==> src/csd_defines.svh <==
// Offsets, field positions, reset values and commands of the chip-select decoder
`ifndef CSD_DEFINES_SVH
`define CSD_DEFINES_SVH
// ****************************************
// Register indices and address width
// ****************************************
`define CSD_IDX_CONTROL      8'h44
`define CSD_IDX_HOLE_BOTTOM  8'h45
`define CSD_IDX_HOLE_TOP     8'h46
`define CSD_IDX_TOP_OF_MEM   8'h47
`define CSD_ADDR_WIDTH       12
// ****************************************
// Control fields
// ****************************************
`define CSD_BIT_MID_RD       0
`define CSD_BIT_MID_WR       1
`define CSD_BIT_BIOS_RD      2
`define CSD_BIT_BIOS_WR      3
`define CSD_BIT_MASTER_EN    4
`define CSD_CONTROL_MASK     8'h1f
// ****************************************
// Reset values
// ****************************************
`define CSD_RST_CONTROL      8'h00
`define CSD_RST_HOLE_BOTTOM  8'h10
`define CSD_RST_HOLE_TOP     8'h0f
`define CSD_RST_TOP_OF_MEM   8'h00
// ****************************************
// PCI memory commands
// ****************************************
`define CSD_CMD_MEM_RD       4'h6
`define CSD_CMD_MEM_WR       4'h7
`define CSD_CMD_MEM_RD_MULT  4'hc
`define CSD_CMD_MEM_RD_LINE  4'he
`define CSD_CMD_MEM_WR_INV   4'hf
`endif

==> src/csd_pkg.sv <==
// Types shared by the chip-select decoder
package csd_pkg;
  typedef logic [7:0] csd_reg_type;
  typedef enum logic [1:0] {
    csd_none,
    csd_read,
    csd_write
  } csd_dir_type;
endpackage

==> src/csd_decoder.sv <==
// Main memory chip-select decoder with AHB-Lite register slave
`timescale 1ns/1ns
`include "csd_defines.svh"

module csd_decoder
  import csd_pkg::*;
(
  input  wire logic                clk,                       // 50 MHz clock
  input  wire logic                reset_n,                   // Sync reset
  input  wire logic                hsel,                      // AHB select
  input  wire logic [31:0]         haddr,                     // AHB address
  input  wire logic [1:0]          htrans,                    // AHB transfer type
  input  wire logic                hwrite,                    // AHB write
  input  wire logic [2:0]          hsize,                     // AHB size
  input  wire logic [31:0]         hwdata,                    // AHB write data
  input  wire logic                hready,                    // AHB bus ready
  output logic      [31:0]         hrdata,                    // AHB read data
  output logic                     hreadyout,                 // AHB slave ready
  output logic                     hresp,                     // AHB response
  input  wire logic                pci_addr_phase,            // Address phase strobe
  input  wire logic [31:0]         pci_ad,                    // Address lines
  input  wire logic [3:0]          pci_cmd,                   // Bus command
  output logic                     main_memory_chip_select_n, // Chip-select, low
  output logic                     positive_decode_disable    // Subtractive claim
);
  import csd_pkg::*;

  // ****************************************
  // Registers
  // ****************************************
  csd_reg_type control;
  csd_reg_type hole_bottom_value;
  csd_reg_type hole_top_value;
  csd_reg_type top_of_memory;
  logic        master_en;

  assign master_en = control[`CSD_BIT_MASTER_EN];

  // ****************************************
  // Bus slave
  // ****************************************
  logic                         wr_pending;
  logic [`CSD_ADDR_WIDTH-1:0]   wr_addr;
  logic                         access;
  logic [`CSD_ADDR_WIDTH-1:0]   rd_addr;
  logic [31:0]                  wr_word;
  logic [31:0]                  next_rdata;

  assign access  = hsel && hready && htrans[1];
  assign rd_addr = haddr[`CSD_ADDR_WIDTH-1:0];

  // Write data arrives a cycle after its address
  always_ff @(posedge clk) begin
    if (!reset_n) begin
      wr_pending <= 1'b0;
      wr_addr    <= '0;
    end else if (hready) begin
      wr_pending <= access && hwrite;
      wr_addr    <= rd_addr;
    end
  end

  function automatic logic [`CSD_ADDR_WIDTH-1:0] byte_addr(input logic [7:0] idx);
    byte_addr = {2'h0, idx, 2'h0};
  endfunction

  always_ff @(posedge clk) begin
    if (!reset_n) begin
      control           <= `CSD_RST_CONTROL;
      hole_bottom_value <= `CSD_RST_HOLE_BOTTOM;
      hole_top_value    <= `CSD_RST_HOLE_TOP;
      top_of_memory     <= `CSD_RST_TOP_OF_MEM;
    end else if (wr_pending) begin
      if (wr_addr == byte_addr(`CSD_IDX_CONTROL)) begin
        control <= hwdata[7:0] & `CSD_CONTROL_MASK;
      end
      if (wr_addr == byte_addr(`CSD_IDX_HOLE_BOTTOM)) begin
        hole_bottom_value <= hwdata[7:0];
      end
      if (wr_addr == byte_addr(`CSD_IDX_HOLE_TOP)) begin
        hole_top_value <= hwdata[7:0];
      end
      if (wr_addr == byte_addr(`CSD_IDX_TOP_OF_MEM)) begin
        top_of_memory <= hwdata[7:0];
      end
    end
  end

  // A read right behind a write to the same word sees the new value; a dropped
  // write to an unmapped word must not show up there either
  always_comb begin
    wr_word = 32'h0;
    unique case (wr_addr)
      byte_addr(`CSD_IDX_CONTROL):     wr_word = {24'h0, hwdata[7:0] & `CSD_CONTROL_MASK};
      byte_addr(`CSD_IDX_HOLE_BOTTOM): wr_word = {24'h0, hwdata[7:0]};
      byte_addr(`CSD_IDX_HOLE_TOP):    wr_word = {24'h0, hwdata[7:0]};
      byte_addr(`CSD_IDX_TOP_OF_MEM):  wr_word = {24'h0, hwdata[7:0]};
      default:                         wr_word = 32'h0;
    endcase
  end

  always_comb begin
    next_rdata = 32'h0;
    unique case (rd_addr)
      byte_addr(`CSD_IDX_CONTROL):     next_rdata = {24'h0, control};
      byte_addr(`CSD_IDX_HOLE_BOTTOM): next_rdata = {24'h0, hole_bottom_value};
      byte_addr(`CSD_IDX_HOLE_TOP):    next_rdata = {24'h0, hole_top_value};
      byte_addr(`CSD_IDX_TOP_OF_MEM):  next_rdata = {24'h0, top_of_memory};
      default:                         next_rdata = 32'h0;
    endcase
    if (wr_pending && wr_addr == rd_addr) begin
      next_rdata = wr_word;
    end
  end

  always_ff @(posedge clk) begin
    if (!reset_n) begin
      hrdata <= 32'h0;
    end else if (access && !hwrite) begin
      hrdata <= next_rdata;
    end
  end

  // Zero wait states, always OKAY
  always_ff @(posedge clk) begin
    if (!reset_n) begin
      hreadyout <= 1'b0;
      hresp     <= 1'b0;
    end else begin
      hreadyout <= 1'b1;
      hresp     <= 1'b0;
    end
  end

  // ****************************************
  // Address decode
  // ****************************************
  csd_dir_type dir;
  logic        in_low;
  logic        in_mid;
  logic        in_bios;
  logic        in_upper;
  logic        in_hole;
  logic        hit;
  logic        next_select;

  // Only memory commands are decoded, split by direction
  always_comb begin
    dir = csd_none;
    unique case (pci_cmd)
      `CSD_CMD_MEM_RD:      dir = csd_read;
      `CSD_CMD_MEM_RD_MULT: dir = csd_read;
      `CSD_CMD_MEM_RD_LINE: dir = csd_read;
      `CSD_CMD_MEM_WR:      dir = csd_write;
      `CSD_CMD_MEM_WR_INV:  dir = csd_write;
      default: dir = csd_none;
    endcase
  end

  assign in_low  = pci_ad[31:19] == 13'h0000;
  assign in_mid  = pci_ad[31:20] == 12'h000 && pci_ad[19:17] == 3'h4;
  assign in_bios = pci_ad[31:16] == 16'h000f;

  // Top register bit 0 stands for AD21 so 00h leaves the region empty and 01h ends it at 4M-1
  assign in_upper = pci_ad[31:29] == 3'h0 && pci_ad[28:21] != 8'h00
                    && pci_ad[28:21] <= top_of_memory;

  // Software keeps the hole above 1M; no check is made here
  assign in_hole = pci_ad[31:24] == 8'h00
                   && pci_ad[23:16] >= hole_bottom_value
                   && pci_ad[23:16] <= hole_top_value;

  always_comb begin
    hit = in_low || in_upper;
    if (in_mid) begin
      hit = dir == csd_read  ? control[`CSD_BIT_MID_RD] : control[`CSD_BIT_MID_WR];
    end
    if (in_bios) begin
      hit = dir == csd_read  ? control[`CSD_BIT_BIOS_RD] : control[`CSD_BIT_BIOS_WR];
    end
  end

  assign next_select = master_en && pci_addr_phase && dir != csd_none
                       && hit && !in_hole;

  // Chip-select holds one cycle after the address phase
  always_ff @(posedge clk) begin
    if (!reset_n) begin
      main_memory_chip_select_n <= 1'b1;
    end else begin
      main_memory_chip_select_n <= !next_select;
    end
  end

  always_ff @(posedge clk) begin
    if (!reset_n) begin
      positive_decode_disable <= 1'b0;
    end else begin
      positive_decode_disable <= master_en;
    end
  end
endmodule

==> config.mk <==
export PLATFORM = sky130hd
export DESIGN_NAME = csd_decoder
export DESIGN_NICKNAME = d
export VERILOG_FILES = /design/src/csd_pkg.sv /design/src/csd_decoder.sv
export VERILOG_INCLUDE_DIRS = /design/src /design/src/src
export SDC_FILE = /design/constraint.sdc
export NUM_CORES = 1
export LEC_CHECK = 0
export BUFFER_PORTS_ARGS = -buffer_cell sky130_fd_sc_hd__buf_2
export CORE_ASPECT_RATIO = 1.2
export CORE_MARGIN = 5
export CORE_UTILIZATION = 37
export CTS_CLUSTER_DIAMETER = 150
export DETAILED_ROUTE_END_ITERATION = 8
export GPL_ROUTABILITY_DRIVEN = 0
export GPL_TIMING_DRIVEN = 0
export PLACE_DENSITY = 0.62
export SLEW_MARGIN = 20
export SYNTH_ARGS = -nofsm -noshare
export SYNTH_HDL_FRONTEND = slang
export SYNTH_SLANG_ARGS = --single-unit
export TNS_END_PERCENT = 50
==> constraint.sdc <==
create_clock -name clk -period 4.4 [get_ports clk]
set_clock_uncertainty 0.1 [all_clocks]
set_input_delay 0.88 -clock clk [delete_from_list [all_inputs] [get_ports clk]]
set_output_delay 0.88 -clock clk [all_outputs]
set_load 0.005 [all_outputs]
==> results.sh, run 1 <==
export IMPL_place_hpwl_um=7077
export IMPL_synth_area_leaders="dfxtp_1 (32%), ha_1 (9.0%), mux2i_1 (7.8%)"
export IMPL_crit_cells=7
export IMPL_crit_family="simple AND/OR/NAND/NOR gates"
export IMPL_syn_instance_count=380
export IMPL_portBuffers=56
export IMPL_slew_violations=0
export IMPL_pre_cts_ws_ps=1493
export IMPL_yosysUniqueCellTypes=48
export IMPL_postLayoutSetupSlackWorst_ps=1829
export IMPL_grt_pass1_wl_um=13800
export IMPL_startpoint="haddr[3]"
export IMPL_finalPower_mw=0.9315
export IMPL_multi_input_area_sq_mm=0.001996
export IMPL_power_density_mw_per_mm2=235.1
export IMPL_max_stage_delay_ps=690
export IMPL_io_pins=147
export IMPL_top_layer_used="met4"
export IMPL_wl_met1_um=3705
export IMPL_area_growth_pct=18.22
export IMPL_fmax_ghz=0.3890
export IMPL_wl_per_cell_um=14.75
export IMPL_cap_violations=0
export IMPL_worstSetupPathType="in2reg"
export IMPL_fillers=934
export IMPL_cp_cell_sequence="buf_2 > xnor2_1 > nand4_1 > nor4_1 > clkbuf_1 > nand3_1 > a31oi_1"
export IMPL_antenna_left=0
export IMPL_htreeDepth=2
export IMPL_drive_gt1_frac=0.2377
export IMPL_fin_util=0.4432
export IMPL_yosysTopAreaCell="dfxtp_1"
export IMPL_cts_root_buffer="clkbuf_8"
export IMPL_async_flop_share=0
export IMPL_clock_sinks=53
export IMPL_endpoint_kind="flop"
export IMPL_rrSetupSlack_ps=2120
export IMPL_ys_ff_latch=53
export IMPL_status="finished clean"
export IMPL_syn_area_per_cell_sq_um=8.818
export IMPL_seqCellArea_sq_mm=0.001061
export IMPL_die_width_um=96.87
export IMPL_syn_area_sq_mm=0.003351
export IMPL_die_y_um=114.2
export IMPL_grt_overflow_total=0
export IMPL_grt_use_total=0.1527
export IMPL_vias_per_cell=4.927
export IMPL_hold_path_class="reg2reg"
export IMPL_cts_tree="done"
export IMPL_drc=0
export IMPL_design_die_area_sq_mm=0.01107
export IMPL_grt_max_degree=16
export IMPL_hold_slack_ps=381.3
export IMPL_cp_start_kind="input port"
export IMPL_synth_seq_area_share=0.3167
export IMPL_timing_rr_start="wr_addr[2]"
export IMPL_drt_initial_drc_count=127
export IMPL_clk_pin_slew_ps=100
export IMPL_ff2ff_path_depth=6
export IMPL_met2_wirelength_um=4546
export IMPL_antenna_cells=0
export IMPL_core_area_sq_mm=0.008939
export IMPL_min_period_ps=2571
export IMPL_required_ps=4530
export IMPL_peakVddDrop_v=0.0001597
export IMPL_vias=2892
export IMPL_holdPathStages=2
export IMPL_cts_hold_buf=0
export IMPL_slew_headroom=0.4715
export IMPL_numCtsBuffers=5
export IMPL_num_rows=38
export IMPL_start_util=0.3749
export IMPL_grt_pass1_vias=2860
export IMPL_synth_edf_count=0
export IMPL_hold_viol=0
export IMPL_crit_slowest_cell="nor4_1"
export IMPL_cts_resized=0
export IMPL_cp_data_arrival_time_ps=2700
export IMPL_worst_pin_slew_ps=785.5
export IMPL_path_max_fanout=10
export IMPL_dr_pass1_iters=4
export IMPL_wl_met3_um=315
export IMPL_min_period_over_period=0.5842
export IMPL_yosys_warnings=0
export IMPL_endpoint="hrdata[2]"
export IMPL_cts_setup_buffers=0
export IMPL_timing_setup_tns_ps=0
export IMPL_leakagePower_nw=1.596
export IMPL_rsz0062_at_grt="no"
export IMPL_synth_top_cell_area_share=0.3167
export IMPL_finalSetupViolations=0
export IMPL_synth_flop_cell="dfxtp_1"
export IMPL_clock_latency_ps=300
export IMPL_nets=602
export IMPL_cp_num_buf_inv=2
export IMPL_drt_wl_total_um=8660
export IMPL_grt_antenna_before_repair=0
export IMPL_clk_path_buf_depth=2
export IMPL_regToRegEndpoint="hrdata[2]"
[sequential cells by signal (all words and copies together), names as in the netlist]
signal,count
hole_bottom_value,8
wr_pending,1
hole_top_value,8
hrdata,8
positive_decode_disable,1
wr_addr,12
main_memory_chip_select_n,1
control,5
top_of_memory,8
hreadyout,1
[worst register-to-register path: stages (launching register included)]
cell and delay (ps):
dfxtp_1 460, xnor2_1 160, nand4_1 110, nor4_1 670
clkbuf_1 380, nand3_1 130, a31oi_1 200
[worst min-delay path by stage]
| stage | start | endpoint | slack (ps) |
|---|---|---|---|
| final | hole_top_value[5] | hole_top_value[5] | 380 |
| after global routing | hole_top_value[5] | hole_top_value[5] | 430 |
| after CTS | hole_top_value[5] | hole_top_value[5] | 390 |
| after detailed placement | hole_top_value[5] | hole_top_value[5] | 370 |
| after global placement | hole_top_value[6] | hole_top_value[6] | 370 |
| after floorplan | hole_top_value[4] | hole_top_value[4] | 350 |
[layout by cell type, fill, tap and decap left out, types with 8 or more instances in the layout]
cell type,n
mux2i_1,26
a21oi_1,10
nand3_1,21
ha_1,24
conb_1,25
buf_2,59
dfxtp_1,53
nand4_1,11
inv_1,24
clkbuf_1,12
nor2b_1,29
xnor2_1,12
a31oi_1,8
o21ai_0,27
buf_4,27
nand2_1,24
[synthesized netlist by cell type, types with 2 or more instances]
cell,n
a2111oi_0,2
a21oi_1,10
a22oi_1,3
a31oi_1,8
and4b_1,2
buf_2,3
buf_4,27
buf_6,2
clkbuf_1,12
dfxtp_1,53
ha_1,24
inv_1,24
mux2i_1,26
mux4_2,5
nand2_1,24
nand2b_1,3
nand3_1,21
nand4_1,11
nor2_1,6
nor2b_1,29
nor3_1,4
nor4_1,2
nor4b_1,3
o211ai_1,6
o21ai_0,27
or3_1,5
or3b_2,5
or4b_1,2
xnor2_1,12
[power breakdown]
group          switching (mW)  total (mW)  internal (mW)  leakage (nW)
clock network           0.161       0.286          0.125        0.0433
logic                  0.0750       0.148         0.0731          1.12
registers             0.00872       0.498          0.489         0.430
total                   0.244       0.931          0.687          1.60
[kinds of logic (layout without fill, tap and decap cells)]
| group | after synthesis | count (layout) | synth area share |
|---|---|---|---|
| fa+ha+maj | 24 | 24 | 0.08962 |
| xor+xnor | 12 | 12 | 0.03137 |
| simple gates | 124 | 124 | 0.2177 |
| other cells | 1 | 25 | 0.001119 |
| mux | 31 | 31 | 0.1113 |
| buf+inv | 70 | 133 | 0.1146 |
| flops | 53 | 53 | 0.3167 |
| compound gates | 65 | 65 | 0.1176 |
[cell type report]
type	count	share of cell area
Tap cell	120	0.03790
Clock inverter	1	0.001895
Timing Repair Buffer	56	0.07075
Inverter	24	0.02274
Clock buffer	6	0.02085
Sequential cell	53	0.2678
Multi-Input combinational cell	281	0.5038
Buffer	46	0.07423
[per-layer routing]
metal / global-route usage / vias to the layer above
li1: - / 1466
met1: 0.1759 / 1361
met2: 0.2919 / 58
met3: 0.02986 / 7
met4: 0.03184 / 0
met5: 0 / -
[metrics by stage]
stage / cells / instance area [sq um]
global route: 587 / 3961
global placement: 580 / 3871
floorplan: 404 / 3441
CTS: 587 / 3961
detailed placement: 580 / 3871
finish: 587 / 3961
(Power assumes the default switching activity.)
==> inputs of run 2 (changes only) <==
PLACE_DENSITY = 0.64   (was 0.62)
clock period = 2.16 ns   (was 4.4 ns; I/O delays follow)
==> run 2 against run 1 <==
  * Routed wire length decreased by 1.2%
  * Final area increased by 1.1%
  * Critical path depth unchanged
  * Global-route usage about the same
  * Setup slack got worse by 1800 ps
  * Count of clock-buffer cells in the layout unchanged
  * Largest cell class unchanged
  * Critical path type is now reg2reg
  * First-iteration DRC count increased by 20%
  * Sequential share of layout area decreased by 0.24 points
==> results.sh, run 2 (synthesized netlist as in run 1, its figures left out) <==
export IMPL_fmax_ghz=0.4685
export IMPL_path_max_fanout=9
export IMPL_hold_slack_ps=129.4
export IMPL_layout_commonest_cell="buf_2"
export IMPL_start_util=0.3749
export IMPL_endpoint_kind="flop"
export IMPL_p_switching_mw=0.5135
export IMPL_slew_headroom=0.5703
export IMPL_power_density_mw_per_mm2=472.5
export IMPL_cp_start_kind="flop"
export IMPL_portBuffers=56
export IMPL_drt_wl_total_um=8553
export IMPL_place_hpwl_um=6956
export IMPL_largest_reg_flops=12
export IMPL_mostFrequentLayoutCells="buf_2 (57), dfxtp_1 (51), nor2b_1 (29), buf_4 (28), o21ai_0 (27)"
export IMPL_vias_per_cell=4.947
export IMPL_hold_viol=0
export IMPL_cts_tree="done"
export IMPL_leakagePower_nw=1.625
export IMPL_timing_setup_tns_ps=0
export IMPL_required_ps=2260
export IMPL_grt_overflow_total=0
export IMPL_clock_sinks=53
export IMPL_worstSetupPathType="reg2reg"
export IMPL_clk_path_buf_depth=2
export IMPL_cap_violations=0
export IMPL_area_growth_pct=19.57
export IMPL_comb_power_share=0.161
export IMPL_numCtsBuffers=5
export IMPL_htreeDepth=2
export IMPL_min_period_ps=2135
export IMPL_cts_root_buffer="clkbuf_8"
export IMPL_p_int_mw=1.379
export IMPL_nets=603
export IMPL_fillers=906
export IMPL_pre_cts_ws_ps=-253.3
export IMPL_cp_data_arrival_time_ps=2240
export IMPL_top_register="wr_addr"
export IMPL_swShare=0.2713
export IMPL_clock_latency_ps=310
export IMPL_design_die_area_sq_mm=0.01107
export IMPL_die_y_um=114.2
export IMPL_hold_path_class="in2reg"
export IMPL_clk_pin_slew_ps=100
export IMPL_io_pins=147
export IMPL_pwr_share_seq=0.536
export IMPL_die_width_um=96.87
export IMPL_final_cells=589
export IMPL_antenna_cells=0
export IMPL_drt_initial_drc_count=153
export IMPL_antenna_left=0
export IMPL_min_period_over_period=0.9883
export IMPL_finalSetupViolations=0
export IMPL_seqCellArea_sq_mm=0.001064
export IMPL_wl_per_cell_um=14.52
export IMPL_multi_input_area_sq_mm=0.002014
export IMPL_dp_cells=580
export IMPL_grt_pass1_wl_um=13880
export IMPL_grt_max_degree=17
export IMPL_num_rows=38
export IMPL_grt_pass1_vias=2838
export IMPL_worst_pin_slew_ps=644.5
export IMPL_grt_use_total=0.1522
export IMPL_slew_violations=0
export IMPL_grt_antenna_before_repair=0
export IMPL_dr_pass1_iters=4
export IMPL_drive_gt1_frac=0.2495
export IMPL_vias=2914
export IMPL_rsz0062_at_grt="yes"
export IMPL_status="finished clean"
export IMPL_core_area_sq_mm=0.008939
export IMPL_finalPower_mw=1.893
export IMPL_drc=0
export IMPL_peakVddDrop_v=0.0002453
export IMPL_postLayoutSetupSlackWorst_ps=25.32
export IMPL_pwr_share_clk=0.303
[run 2: cell types whose count changed in the layout (fill, tap and decap cells not counted), moves of 2 or more]
| cell | previous run | this run |
|---|---|---|
| buf_2 | 59 | 57 |
| buf_6 | 2 | 5 |
| dfxtp_1 | 53 | 51 |
| dfxtp_2 | 0 | 2 |
[run 2: cell type report]
cell class,count,share of cell area
timing repair buffer,58,0.07370
buffer,45,0.07651
sequential,53,0.2655
multi-input combinational,281,0.5028
clock buffer,6,0.01811
inverter,24,0.02249
tap,120,0.03748
clock inverter,2,0.003435
[run 2: final timing paths]
kind	startpoint	end	slack [ps]	cells past startpoint
min reg2reg	hole_top_value[6]	hole_top_value[6]	390	2
max	wr_addr[0]	hole_bottom_value[6]	30	7
max reg2reg	wr_addr[0]	hole_bottom_value[6]	30	7
min	reset_n	hreadyout	130	1
[run 2: worst max-delay path, stage by stage, from the launching register on]
cell and delay (ps):
dfxtp_2 350, or4b_4 540, nor4_4 280, buf_6 140, and4b_1 190, buf_6 170
mux2i_1 190, nor2b_1 60
[run 2: power groups by stage]
stage | registers [mW] | logic (mW) | clock network (mW)
floorplan | 1.03 | 0.186 | 0
finish | 1.01 | 0.305 | 0.574
global route | 1.02 | 0.340 | 0.620
detailed placement | 1.04 | 0.299 | 0
global placement | 1.04 | 0.293 | 0
CTS | 1.01 | 0.303 | 0.590
[run 2: per-layer routing]
metal / vias up / part of all wire / track usage
met5: - / 0 / 0
met4: 0 / 0.018 / 0.03933
met3: 12 / 0.051 / 0.02742
met2: 78 / 0.52 / 0.2841
met1: 1348 / 0.41 / 0.1797
li1: 1476 / - / -
[run 2: what timing repair did]
action / in CTS / in global routing
endpoints found under the hold margin: 0 / 0
setup endpoints to repair: 36 / 36
setup buffers: 1 / 1
hold buffers: 0 / 0
resized for setup: 4 / 8
pin swaps: 1 / 1
[run 2: metrics by stage]
step                      utilization  instance area, sq um
after floorplan                     -                  3441
after global placement         0.4331                  3871
after detailed placement       0.4331                  3871
after CTS                      0.4453                  3980
after global routing           0.4482                  4006
final                          0.4482                  4006
